[src/core/orsf_pkg.sv]
// Package for the output regulation event flag register
package orsf_pkg;
  localparam int unsigned REG_W = 8;
  localparam logic [7:0] FLAGS_ADDR = 8'h01;
  localparam logic [7:0] FLAGS_RESET = 8'h00;
  localparam logic [7:0] FLAGS_IMPL_MASK = 8'h3F;
  localparam int unsigned BIT_A_GOOD = 0;
  localparam int unsigned BIT_B_GOOD = 1;
  localparam int unsigned BIT_C_GOOD = 2;
  localparam int unsigned BIT_A_LOW = 3;
  localparam int unsigned BIT_B_LOW = 4;
  localparam int unsigned BIT_C_LOW = 5;
  localparam logic [2:0] SYNC_RESET = 3'h0;
  localparam int unsigned N_OUT = 3;
  localparam int unsigned IDX_A = 0;
  localparam int unsigned IDX_B = 1;
  localparam int unsigned IDX_C = 2;
  localparam logic [7:0] CLR_NONE = 8'h00;
  localparam logic [7:0] RD_IDLE = 8'h00;
  localparam logic [1:0] RSVD_PAD = 2'h0;

  // Register access from the serial register front end
  typedef struct packed {
    logic [7:0] addr;
    logic [7:0] wdata;
    logic wr;
  } orsf_wr_t;

  // Live regulation levels, one bit per output: [0]=A, [1]=B, [2]=C
  typedef struct packed {
    logic c;
    logic b;
    logic a;
  } orsf_live_t;
endpackage

[src/core/orsf_flags.sv]
// Sticky regulation transition flags with write-one-to-clear access
`timescale 1ns/1ps
`default_nettype none
module orsf_flags #(
  parameter int unsigned REG_W = orsf_pkg::REG_W,
  parameter int unsigned N_OUT = orsf_pkg::N_OUT
) (
  input wire logic clk,
  input wire logic rst,
  input wire orsf_pkg::orsf_live_t live_good,
  input wire orsf_pkg::orsf_wr_t bus_wr,
  input wire logic [REG_W-1:0] rd_addr,
  output logic [REG_W-1:0] rd_data,
  output logic [REG_W-1:0] flags
);
  // True when an address on either bus path selects this register
  function automatic logic addr_hit(input logic [REG_W-1:0] addr);
    return addr == orsf_pkg::FLAGS_ADDR;
  endfunction

  // Follow stage three only once stages two and three agree, so a
  // one-cycle glitch on a comparator never reaches the flags
  function automatic logic [N_OUT-1:0] settle(
    input logic [N_OUT-1:0] mid,
    input logic [N_OUT-1:0] last,
    input logic [N_OUT-1:0] held
  );
    logic [N_OUT-1:0] same;
    same = ~(mid ^ last);
    return (same & last) | (~same & held);
  endfunction

  // An event in the clearing cycle wins, so no transition is ever lost
  function automatic logic sticky_next(
    input logic cur,
    input logic ev,
    input logic wipe
  );
    return ev | (cur & ~wipe);
  endfunction

  // Comparator levels, high while an output is in regulation
  logic live_a;
  logic live_b;
  logic live_c;
  logic [N_OUT-1:0] live_raw;
  // Comparators run free of clk: three stages per output
  logic [N_OUT-1:0] s1_q;
  logic [N_OUT-1:0] s2_q;
  logic [N_OUT-1:0] s3_q;
  logic [N_OUT-1:0] level_q;
  logic [N_OUT-1:0] level_d;
  logic [N_OUT-1:0] rise;
  logic [N_OUT-1:0] fall;
  logic a_up;
  logic b_up;
  logic c_up;
  logic a_down;
  logic b_down;
  logic c_down;
  logic wr_hit;
  logic rd_hit;
  logic [REG_W-1:0] clr_vec;
  logic output_c_fell_out_flag_q;
  logic output_c_fell_out_flag_d;
  logic output_b_fell_out_flag_q;
  logic output_b_fell_out_flag_d;
  logic output_a_fell_out_flag_q;
  logic output_a_fell_out_flag_d;
  logic output_c_regained_flag_q;
  logic output_c_regained_flag_d;
  logic output_b_regained_flag_q;
  logic output_b_regained_flag_d;
  logic output_a_regained_flag_q;
  logic output_a_regained_flag_d;
  logic [REG_W-1:0] flag_word;
  logic [REG_W-1:0] rd_data_q;
  logic [REG_W-1:0] rd_data_d;

  assign live_a = live_good.a;
  assign live_b = live_good.b;
  assign live_c = live_good.c;
  assign live_raw = {live_c, live_b, live_a};

  assign level_d = settle(s2_q, s3_q, level_q);
  // Edges of the settled level only; a target change that never drops
  // the comparator produces no edge and so no good flag
  assign rise = level_d & ~level_q;
  assign fall = ~level_d & level_q;
  assign a_up = rise[orsf_pkg::IDX_A];
  assign b_up = rise[orsf_pkg::IDX_B];
  assign c_up = rise[orsf_pkg::IDX_C];
  assign a_down = fall[orsf_pkg::IDX_A];
  assign b_down = fall[orsf_pkg::IDX_B];
  assign c_down = fall[orsf_pkg::IDX_C];

  assign wr_hit = bus_wr.wr && addr_hit(bus_wr.addr);
  // Reserved bits ignored whatever the host writes
  assign clr_vec = wr_hit ?
    (bus_wr.wdata & orsf_pkg::FLAGS_IMPL_MASK) : orsf_pkg::CLR_NONE;

  assign output_c_fell_out_flag_d = sticky_next(output_c_fell_out_flag_q, c_down,
    clr_vec[orsf_pkg::BIT_C_LOW]);
  assign output_b_fell_out_flag_d = sticky_next(output_b_fell_out_flag_q, b_down,
    clr_vec[orsf_pkg::BIT_B_LOW]);
  assign output_a_fell_out_flag_d = sticky_next(output_a_fell_out_flag_q, a_down,
    clr_vec[orsf_pkg::BIT_A_LOW]);
  assign output_c_regained_flag_d = sticky_next(output_c_regained_flag_q, c_up,
    clr_vec[orsf_pkg::BIT_C_GOOD]);
  assign output_b_regained_flag_d = sticky_next(output_b_regained_flag_q, b_up,
    clr_vec[orsf_pkg::BIT_B_GOOD]);
  assign output_a_regained_flag_d = sticky_next(output_a_regained_flag_q, a_up,
    clr_vec[orsf_pkg::BIT_A_GOOD]);

  assign flag_word = {
    orsf_pkg::RSVD_PAD,
    output_c_fell_out_flag_q,
    output_b_fell_out_flag_q,
    output_a_fell_out_flag_q,
    output_c_regained_flag_q,
    output_b_regained_flag_q,
    output_a_regained_flag_q
  };

  assign rd_hit = addr_hit(rd_addr);
  // A read shows the register as it stood at the sampling edge
  assign rd_data_d = rd_hit ? flag_word : orsf_pkg::RD_IDLE;

  always_ff @(posedge clk or posedge rst) begin
    if (rst) begin
      s1_q <= orsf_pkg::SYNC_RESET;
    end else begin
      s1_q <= live_raw;
    end
  end

  always_ff @(posedge clk or posedge rst) begin
    if (rst) begin
      s2_q <= orsf_pkg::SYNC_RESET;
    end else begin
      s2_q <= s1_q;
    end
  end

  always_ff @(posedge clk or posedge rst) begin
    if (rst) begin
      s3_q <= orsf_pkg::SYNC_RESET;
    end else begin
      s3_q <= s2_q;
    end
  end

  always_ff @(posedge clk or posedge rst) begin
    if (rst) begin
      level_q <= orsf_pkg::SYNC_RESET;
    end else begin
      level_q <= level_d;
    end
  end

  always_ff @(posedge clk or posedge rst) begin
    if (rst) begin
      output_c_fell_out_flag_q <= orsf_pkg::FLAGS_RESET[orsf_pkg::BIT_C_LOW];
    end else begin
      output_c_fell_out_flag_q <= output_c_fell_out_flag_d;
    end
  end

  always_ff @(posedge clk or posedge rst) begin
    if (rst) begin
      output_b_fell_out_flag_q <= orsf_pkg::FLAGS_RESET[orsf_pkg::BIT_B_LOW];
    end else begin
      output_b_fell_out_flag_q <= output_b_fell_out_flag_d;
    end
  end

  always_ff @(posedge clk or posedge rst) begin
    if (rst) begin
      output_a_fell_out_flag_q <= orsf_pkg::FLAGS_RESET[orsf_pkg::BIT_A_LOW];
    end else begin
      output_a_fell_out_flag_q <= output_a_fell_out_flag_d;
    end
  end

  always_ff @(posedge clk or posedge rst) begin
    if (rst) begin
      output_c_regained_flag_q <= orsf_pkg::FLAGS_RESET[orsf_pkg::BIT_C_GOOD];
    end else begin
      output_c_regained_flag_q <= output_c_regained_flag_d;
    end
  end

  always_ff @(posedge clk or posedge rst) begin
    if (rst) begin
      output_b_regained_flag_q <= orsf_pkg::FLAGS_RESET[orsf_pkg::BIT_B_GOOD];
    end else begin
      output_b_regained_flag_q <= output_b_regained_flag_d;
    end
  end

  always_ff @(posedge clk or posedge rst) begin
    if (rst) begin
      output_a_regained_flag_q <= orsf_pkg::FLAGS_RESET[orsf_pkg::BIT_A_GOOD];
    end else begin
      output_a_regained_flag_q <= output_a_regained_flag_d;
    end
  end

  always_ff @(posedge clk or posedge rst) begin
    if (rst) begin
      rd_data_q <= orsf_pkg::RD_IDLE;
    end else begin
      rd_data_q <= rd_data_d;
    end
  end

  assign flags = flag_word;
  assign rd_data = rd_data_q;
endmodule
`default_nettype wire

[config.mk]
export PLATFORM = sky130hd
export DESIGN_NAME = orsf_flags
export DESIGN_NICKNAME = d
export VERILOG_FILES = /design/src/core/orsf_pkg.sv /design/src/core/orsf_flags.sv
export SDC_FILE = /design/constraint.sdc
export NUM_CORES = 1
export LEC_CHECK = 0
export ABC_AREA = 0
export BUFFER_PORTS_ARGS = -buffer_cell sky130_fd_sc_hd__clkbuf_2
export CORE_MARGIN = 3
export CORE_UTILIZATION = 26
export DETAILED_ROUTE_END_ITERATION = 7
export PLACE_DENSITY = 0.55
export SETUP_SLACK_MARGIN = 0.02
export SLEW_MARGIN = 10
export SYNTH_ARGS = -nofsm -noshare
export SYNTH_HDL_FRONTEND = slang
export SYNTH_SLANG_ARGS = --single-unit
[constraint.sdc]
create_clock -name clk -period 1.3 [get_ports clk]
set_input_delay 0.13 -clock clk [delete_from_list [all_inputs] [get_ports clk]]
set_output_delay 0.13 -clock clk [all_outputs]
set_load 0.005 [all_outputs]
==> results_dict.tcl, run 1 <==
set metrics [dict create \
    outcome "complete, no violations" \
    path_clk_slew_ns 0.09 \
    initial_core_util_pct 27.9 \
    avgSynthCellArea_um2 13.2 \
    synthSimpleGateAreaFrac_pct 21.9 \
    hold_viol 0 \
    nNetsFinal 145 \
    ff2ff_path_depth 3 \
    fmax_mhz 833 \
    htree_levels 1 \
    final.setup.worst_slack_ns 0.0989 \
    io_buffers 39 \
    endpoint_kind "flop" \
    io_pins 46 \
    cts_tree "yes" \
    synthFlopType "dfrtp_1" \
    top_layer "met4" \
    pre_cts_ws_ns 0.0639 \
    grt_util_all_layers_pct 8.66 \
    grt-ovfl-total 0 \
    fin_tns_setup_ns 0 \
    root_buffer "clkbuf_8" \
    syn_area_um2 961 \
    firstDrtPassIters 4 \
    design.core.area_um2 3440 \
    slew_violations 0 \
    power_leakage_uw 0.000608 \
    required_ns 1.44 \
    gp_congestion 0.656 \
    area_delta_synth_final_pct 32.7 \
    switching_power_uw 296 \
    grt_pass1_vias 700 \
    clock_power_share_pct 41.5 \
    min_path_type "input pin to flop" \
    finClkSkew_ns 0.00627 \
    post-route-period-util_pct 92.4 \
    wirelength_mm 1.80 \
    die-area_um2 4460 \
    hold_path.startpoint "bus_wr[11]" \
    rows 21 \
    via_count 670 \
    clk_latency_ns 0.26 \
    rsz0062_at_grt "no" \
    placed_cell_area_um2 1160 \
    synth_edf_count 0 \
    ys_ff_latch 24 \
    antenna_found_initial 0 \
    power_frac_comb_pct 7.5 \
    cts_buffers 3 \
    layout_commonest_cell "clkbuf_2" \
    post-route-util_pct 37.0 \
    fillCellCount 345 \
    hold-path-endpoint "output_c_regained_flag_q" \
    layout_common_cells "clkbuf_2 (39), dfrtp_1 (24), and2_1 (6)" \
    power_density_nw_per_um2 1210 \
    cp_max_fo 4 \
    synth_cell_types 17 \
    multi_input_area_um2 299 \
    seqPwrFrac_pct 51.0 \
    maxCapViolCount 0 \
    p_total_uw 1540 \
    p_int_uw 1250 \
    grt_pass1_wl_mm 2.93 \
    r2r-end "output_c_regained_flag_q" \
    synth_top_family_by_area "simple AND/OR/NAND/NOR gates" \
    cts_setup_buffers 0 \
    vias_per_cell 4.19 \
    hpwl_mm 1.43 \
    routedLengthMet1_um 740 \
    final_area_um2 1270 \
    die_h_um 66.8 \
    cts_buffer_depth 2 \
    syn-instance-count 73 \
    die_x_um 66.8 \
    synth_xor_area_share_pct 0 \
    fin_crit_ns 1.20 \
    setup_viol 0 \
    wl_per_cell_um 11.2 \
    cts_sinks 24 \
    synth_adder_area_share_pct 3.13 \
    register_area_um2 601 \
    synthMuxAreaShare_pct 0 \
    yosysWarnings 0 \
    arrival_ns 1.34 \
    startpoint_type "flop" \
    wl_met3_um 199 \
    worstReg2RegStart "s2_q[2]" \
    drc 0 \
    critPathKind "flop to flop" \
    drtIter0Drc 22 \
    antenna_left 0 \
    ys_seq_area_share_pct 62.5 \
    synth_compound_area_share_pct 3.91 \
    drive_above_1_share_pct 41.2 \
    reg2reg_slack_ns 0.1 \
    ir_drop_v 0.000431 \
    insertedDiodeCount 0 \
    hold_path_depth 3 \
    p_sw_share_pct 19.2 \
    grt_max_degree 25 \
    async_flop_share_pct 100 \
    wl_met2_um 853 \
]
[power groups by stage]
| stage | combinational (µW) | sequential, µW | clock (µW) |
|---|---|---|---|
| after global placement | 102 | 801 | 0 |
| after global routing | 129 | 793 | 701 |
| after detailed placement | 106 | 804 | 0 |
| final | 116 | 788 | 641 |
| after floorplan | 60.9 | 799 | 0 |
| after CTS | 116 | 789 | 660 |
[worst max-delay path: stages, from the launching register on]
cell	delay, ns
dfrtp_1	0.41
and3b_1	0.19
nor4b_1	0.36
a21oi_1	0.11
[kinds of logic after synthesis]
family,count (synthesis)
AOI/OAI and AO/OA,6
adders and majority gates,3
buffers and inverters,11
DFF,24
other,1
and+or+nand+nor,28
[worst max path at each step]
stage               start                  endpoint  depth (start not counted)
6_report          s2_q[2]  output_c_regained_flag_q                          3
5_1_grt           s2_q[2]  output_c_regained_flag_q                          3
4_1_cts           s2_q[0]  output_a_regained_flag_q                          3
3_5_place_dp   bus_wr[13]  output_a_fell_out_flag_q                          4
3_3_place_gp   bus_wr[13]  output_c_regained_flag_q                          4
2_1_floorplan  bus_wr[13]  output_a_fell_out_flag_q                          3
[registers in the layout (all words and copies together) (netlist names)]
signal and cells:
level_q 3, output_a_fell_out_flag_q 1, output_a_regained_flag_q 1, output_b_fell_out_flag_q 1
output_b_regained_flag_q 1, output_c_fell_out_flag_q 1, output_c_regained_flag_q 1, rd_data 6
s1_q 3, s2_q 3, s3_q 3
[layer usage]
metal  up-vias  global-route usage (%)
met1       310                    9.88
met2        34                    14.5
met5         -                       0
met3         2                    3.04
met4         0                    3.81
li1        324                       -
[cell usage after synthesis (2+ instances only)]
cell / n / area (µm²)
a2bb2oi_1: 2 / 17.5
nor2_1: 5 / 18.8
and3b_1: 3 / 26.3
buf_4: 10 / 75.1
nor4b_1: 6 / 52.6
a21oi_1: 4 / 20.0
and2_1: 6 / 37.5
dfrtp_1: 24 / 601
nor3b_1: 3 / 22.5
maj3_1: 3 / 30.0
[area by class of cell]
| class | count | area share, % |
|---|---|---|
| Multi-Input combinational cell | 41 | 23.5 |
| Sequential cell | 24 | 47.1 |
| Clock inverter | 1 | 2.36 |
| Inverter | 1 | 0.294 |
| Timing Repair Buffer | 44 | 19.0 |
| Tap cell | 46 | 4.51 |
| Clock buffer | 3 | 3.24 |
[repair_timing]
action / in CTS / in global routing
hold buffers: 4 / 0
endpoints found under the hold margin: 27 / 0
resized for setup: 0 / 1
setup endpoints to repair: 0 / 1
[stage by stage]
| stage | hold WS, ns | std cells |
|---|---|---|
| after floorplan | 0.145 | 76 |
| after global placement | 0.166 | 152 |
| after detailed placement | 0.177 | 152 |
| after CTS | 0.171 | 160 |
| after global routing | 0.173 | 160 |
| final | 0.171 | 160 |
Power figures use the tool's default switching activity.
==> inputs of run 2 (changes only) <==
--- a/config.mk
+++ b/config.mk
@@ -7,6 +7,8 @@
 export LEC_CHECK = 0
 export ABC_AREA = 0
 export BUFFER_PORTS_ARGS = -buffer_cell sky130_fd_sc_hd__clkbuf_2
+export CAP_MARGIN = 10
+export CORE_ASPECT_RATIO = 1.1
 export CORE_MARGIN = 3
 export CORE_UTILIZATION = 26
 export DETAILED_ROUTE_END_ITERATION = 7
==> constraint.sdc (replaced) <==
create_clock -name clk -period 1.3 [get_ports clk]
set_input_delay 0.13 -clock clk [delete_from_list [all_inputs] [get_ports clk]]
set_output_delay 0.13 -clock clk [all_outputs]
set_load 0.1 [all_outputs]
==> run 2 against run 1 <==
Combinational power up 56%. Worst setup slack worse by 0.014 ns. Clock power down 53%. Flip-flop and latch count unchanged. Clock skew down 0.0024 ns. Sequential power about the same. Final cell count up 0.63%. Core utilization down 0.93 points. Critical endpoint is now rd_data[3]. Non-clock buffer count unchanged. Final area down 2.6%. Die area about the same.
==> results_dict.tcl, run 2 (synthesis results as in run 1) <==
set metrics [dict create \
    drtIter0Drc 15 \
    cts_tree "yes" \
    fillCellCount 350 \
    area_delta_synth_final_pct 29.3 \
    required_ns 1.17 \
    rsz0062_at_grt "no" \
    gp_congestion 0.729 \
    design.core.area_um2 3440 \
    wirelength_mm 1.74 \
    post-route-util_pct 36.1 \
    slew-limit-headroom_pct 63.9 \
    switching_power_uw 328 \
    insertedDiodeCount 0 \
    r2r-end "output_c_regained_flag_q" \
    htree_levels 1 \
    worstReg2RegStart "s3_q[2]" \
    via_count 649 \
    post_cts_resized 0 \
    nNetsFinal 145 \
    wl_met3_um 178 \
    path_buf_inv 1 \
    die_x_um 64.0 \
    clock_power_share_pct 23.8 \
    crit_cells 1 \
    drive_above_1_share_pct 39.8 \
    finClkSkew_ns 0.00387 \
    post-route-period-util_pct 93.5 \
    grt_pass1_wl_mm 2.93 \
    multi_input_area_um2 293 \
    vias_per_cell 4.03 \
    crit_chain "clkbuf_2" \
    grt_max_degree 25 \
    power_leakage_uw 0.000589 \
    ff2ff_path_depth 3 \
    grt_pass1_vias 662 \
    firstDrtPassIters 3 \
    fin_tns_setup_ns 0 \
    arrival_ns 1.09 \
    endpoint "rd_data[3]" \
    antenna_left 0 \
    power_frac_comb_pct 14.2 \
    routedLengthMet1_um 744 \
    largest_reg_flops 6 \
    grt_util_all_layers_pct 8.34 \
    io_pins 46 \
    rows 22 \
    outcome "complete, no violations" \
    cp_max_fo 1 \
    critPathKind "flop to primary output" \
    io_buffers 39 \
    slowest_delay_ns 0.45 \
    hold_viol 0 \
    seqPwrFrac_pct 61.9 \
    fmax_mhz 823 \
    p_total_uw 1270 \
    cts_buffer_depth 2 \
    root_buffer "clkbuf_4" \
    power_density_nw_per_um2 1030 \
    cts_sinks 24 \
    slew_violations 0 \
    endpoint_kind "primary output" \
    layout_commonest_cell "clkbuf_2" \
    worstMarginPinSlew_ns 0.544 \
    die_h_um 69.8 \
    die-area_um2 4460 \
    wl_per_cell_um 10.8 \
    clk_latency_ns 0.30 \
    hpwl_mm 1.40 \
    reg2reg_slack_ns 0.18 \
    p_int_uw 947 \
    crit_family "buffers and inverters" \
    ir_drop_v 0.000331 \
    startpoint_type "flop" \
    setup_viol 0 \
    drc 0 \
    startpoint "rd_data[3]" \
    maxCapViolCount 0 \
    min_path_type "input pin to flop" \
    slowest_stage "clkbuf_2" \
    fin_crit_ns 1.22 \
    path_clk_slew_ns 0.12 \
    antenna_found_initial 0 \
    grt-ovfl-total 0 \
    wl_met2_um 800 \
    top_layer "met4" \
    p_sw_share_pct 25.7 \
    initial_core_util_pct 27.9 \
    layout_common_cells "clkbuf_2 (31), dfrtp_1 (24), buf_4 (9)" \
    register_area_um2 601 \
    cts_buffers 3 \
]
==> run 2: worst min path at each step <==
| stage | startpoint | to | cells past startpoint |
|---|---|---|---|
| finish | bus_wr[11] | output_a_fell_out_flag_q | 3 |
| global route | bus_wr[11] | output_c_regained_flag_q | 3 |
| CTS | bus_wr[11] | output_a_fell_out_flag_q | 3 |
| detailed placement | rst | s1_q[1] | 3 |
| global placement | rst | s2_q[1] | 3 |
| floorplan | rst | level_q[0] | 1 |
==> run 2: area by class of cell <==
class / count / area share [%]
Sequential cell: 24 / 48.3
Inverter: 1 / 0.302
Multi-Input combinational cell: 41 / 23.6
Clock buffer: 3 / 1.81
Tap cell: 48 / 4.83
Timing Repair Buffer: 44 / 21.1
==> run 2: timing repair <==
item / 4_1_cts / 5_1_grt
setup buffers: 0 / 0
hold endpoints to repair: 27 / 0
hold buffers: 4 / 0
==> run 2: power by group through the flow <==
stage | logic (µW) | registers [µW] | clock network [µW]
4_1_cts | 183 | 789 | 326
6_report | 181 | 789 | 304
3_5_place_dp | 173 | 804 | 0
5_1_grt | 196 | 793 | 353
3_3_place_gp | 171 | 801 | 0
2_1_floorplan | 124 | 804 | 0
==> run 2: through the flow <==
step                cell area [µm²]  std cells  setup slack (ns)  hold WS [ns]
finish                         1240        161            0.0847         0.131
global route                   1240        161            0.0379         0.134
CTS                            1240        161            0.0619         0.122
detailed placement             1180        154            0.0522         0.172
global placement               1180        154            0.0777         0.168
floorplan                       972         76             0.234         0.145
==> run 2: routing by layer <==
| metal | vias to the layer above | track usage, % |
|---|---|---|
| met3 | 2 | 3.40 |
| li1 | 323 | - |
| met5 | - | 0 |
| met2 | 30 | 13.8 |
| met4 | 0 | 3.60 |
| met1 | 294 | 9.32 |
==> inputs of run 3 (changes only) <==
--- a/config.mk
+++ b/config.mk
@@ -10,9 +10,9 @@
 export CAP_MARGIN = 10
 export CORE_ASPECT_RATIO = 1.1
 export CORE_MARGIN = 3
-export CORE_UTILIZATION = 26
+export CORE_UTILIZATION = 40
 export DETAILED_ROUTE_END_ITERATION = 7
-export PLACE_DENSITY = 0.55
+export PLACE_DENSITY = 0.78
 export SETUP_SLACK_MARGIN = 0.02
 export SLEW_MARGIN = 10
 export SYNTH_ARGS = -nofsm -noshare
==> constraint.sdc (replaced) <==
create_clock -name clk -period 1.01 [get_ports clk]
set_input_delay 0.101 -clock clk [delete_from_list [all_inputs] [get_ports clk]]
set_output_delay 0.101 -clock clk [all_outputs]
set_load 0.1 [all_outputs]
==> run 3 against run 2 <==
Highest routed layer is now met3. Largest cell class unchanged. Sequential power rose by 29%. Flip-flop and latch count did not move. Hold slack got worse by 0.015 ns. Total power rose by 43%. Final area rose by 29%. Clock skew fell by 0.0032 ns. First-iteration DRC count did not move. Clock-buffer cell count rose by 1. Via count rose by 17%. Worst setup slack got worse by 0.18 ns. Clock power rose by 60%. The run now ends with negative setup slack left. Register-to-register slack got worse by 0.27 ns.
==> results_dict.tcl, run 3 (synthesis results as in run 1) <==
set metrics [dict create \
    outcome "complete, but fails checks" \
    violations "negative setup slack" \
    post-route-period-util_pct 109 \
    endpoint "output_c_regained_flag_q" \
    arrival_ns 1.29 \
    worstReg2RegStart "s2_q[2]" \
    rows 18 \
    via_count 761 \
    p_total_uw 1820 \
    slew_violations 0 \
    maxCapViolCount 0 \
    reg2reg_slack_ns -0.09 \
    initial_core_util_pct 42.2 \
    grt_max_degree 25 \
    io_pins 46 \
    layout_commonest_cell "clkbuf_2" \
    gp_congestion 0.779 \
    nNetsFinal 164 \
    fin_crit_ns 1.10 \
    multi_input_area_um2 349 \
    grt_pass1_vias 756 \
    critPathKind "flop to flop" \
    r2r-end "output_c_regained_flag_q" \
    largest_reg_flops 6 \
    vias_per_cell 4.67 \
    min_path_type "input pin to flop" \
    wirelength_mm 2.02 \
    fmax_mhz 907 \
    startpoint_type "flop" \
    grt-ovfl-total 0 \
    hold_viol 0 \
    drc 0 \
    startpoint "s2_q[2]" \
    layout_common_cells "clkbuf_2 (27), dfrtp_1 (24), buf_4 (18)" \
    cts_sinks 24 \
    power_frac_comb_pct 17.3 \
    grt_pass1_wl_mm 3.08 \
    area_delta_synth_final_pct 66.5 \
    wl_per_cell_um 12.4 \
    cts_tree "yes" \
    rsz0062_at_grt "yes" \
    grt_util_all_layers_pct 13.8 \
    design.core.area_um2 2270 \
    path_clk_slew_ns 0.12 \
    fin_tns_setup_ns -0.463 \
    endpoint_kind "flop" \
    die_x_um 52.7 \
    p_int_uw 1360 \
    insertedDiodeCount 0 \
    io_buffers 39 \
    seqPwrFrac_pct 56.0 \
    ff2ff_path_depth 3 \
    cts_buffer_depth 2 \
    placed_cell_area_um2 1390 \
    die_h_um 57.4 \
    clock_power_share_pct 26.7 \
    fillCellCount 155 \
    drive_above_1_share_pct 57.1 \
    final.setup.worst_slack_ns -0.0921 \
    cp_max_fo 3 \
    setup_viol 10 \
    clk_latency_ns 0.30 \
    power_leakage_uw 0.000763 \
    antenna_found_initial 0 \
    cts_buffers 3 \
    ir_drop_v 0.00113 \
    pre_cts_ws_ns -0.208 \
    final_area_um2 1600 \
    required_ns 1.20 \
    root_buffer "clkbuf_4" \
    register_area_um2 601 \
    switching_power_uw 460 \
    hpwl_mm 1.55 \
    p_sw_share_pct 25.3 \
    drtIter0Drc 15 \
    die-area_um2 3030 \
    firstDrtPassIters 4 \
    antenna_left 0 \
    finClkSkew_ns 0.000678 \
    power_density_nw_per_um2 1140 \
    hold_path.startpoint "bus_wr[11]" \
    htree_levels 1 \
]
run 3: repair_timing:
action / CTS / global route
setup buffers: 7 / 5
pin swaps: 9 / 5
hold endpoints to repair: 27 / 0
gates resized for setup: 9 / 4
hold buffers: 4 / 0
setup endpoints to repair: 21 / 19
run 3: how the worst min path moves through the flow:
stage,endpoint,slack [ns],cells after the start
detailed placement,s1_q[0],0.13,3
floorplan,level_q[0],0.12,1
global placement,s1_q[0],0.13,3
global route,output_c_fell_out_flag_q,0.10,3
finish,output_c_regained_flag_q,0.12,3
CTS,output_c_regained_flag_q,0.10,3
run 3: per-layer routing:
metal | global-route usage [%] | vias to the layer above | share of wire, %
met3 | 2.35 | 0 | 5.6
met5 | 0 | - | 0
met1 | 14.9 | 368 | 39
li1 | - | 363 | -
met4 | 4.38 | 0 | 0
met2 | 26.2 | 30 | 55
run 3: worst max-delay path, stage by stage (launching register included):
cell and delay (ns):
dfrtp_1 0.42, and3b_1 0.21, nor4b_2 0.25, a21oi_1 0.10
run 3: stage by stage:
stage	util [%]	hold slack [ns]	cells
after global routing	70.4	0.102	163
after CTS	68.5	0.102	159
after detailed placement	61.1	0.132	144
after floorplan	-	0.116	76
after global placement	61.1	0.128	144
final	70.4	0.116	163
run 3: final cells by class:
class	instances	area share, %
Clock buffer	4	2.27
Inverter	1	0.235
Multi-Input combinational cell	41	21.8
Timing Repair Buffer	63	35.8
Tap cell	30	2.35
Sequential cell	24	37.5
run 3: power by group through the flow:
stage          Sequential (µW)  Clock (µW)  Combinational, µW
2_1_floorplan             1030           0                162
3_3_place_gp              1030           0                263
3_5_place_dp              1040           0                270
4_1_cts                   1020         494                302
5_1_grt                   1020         559                335
6_report                  1020         486                314
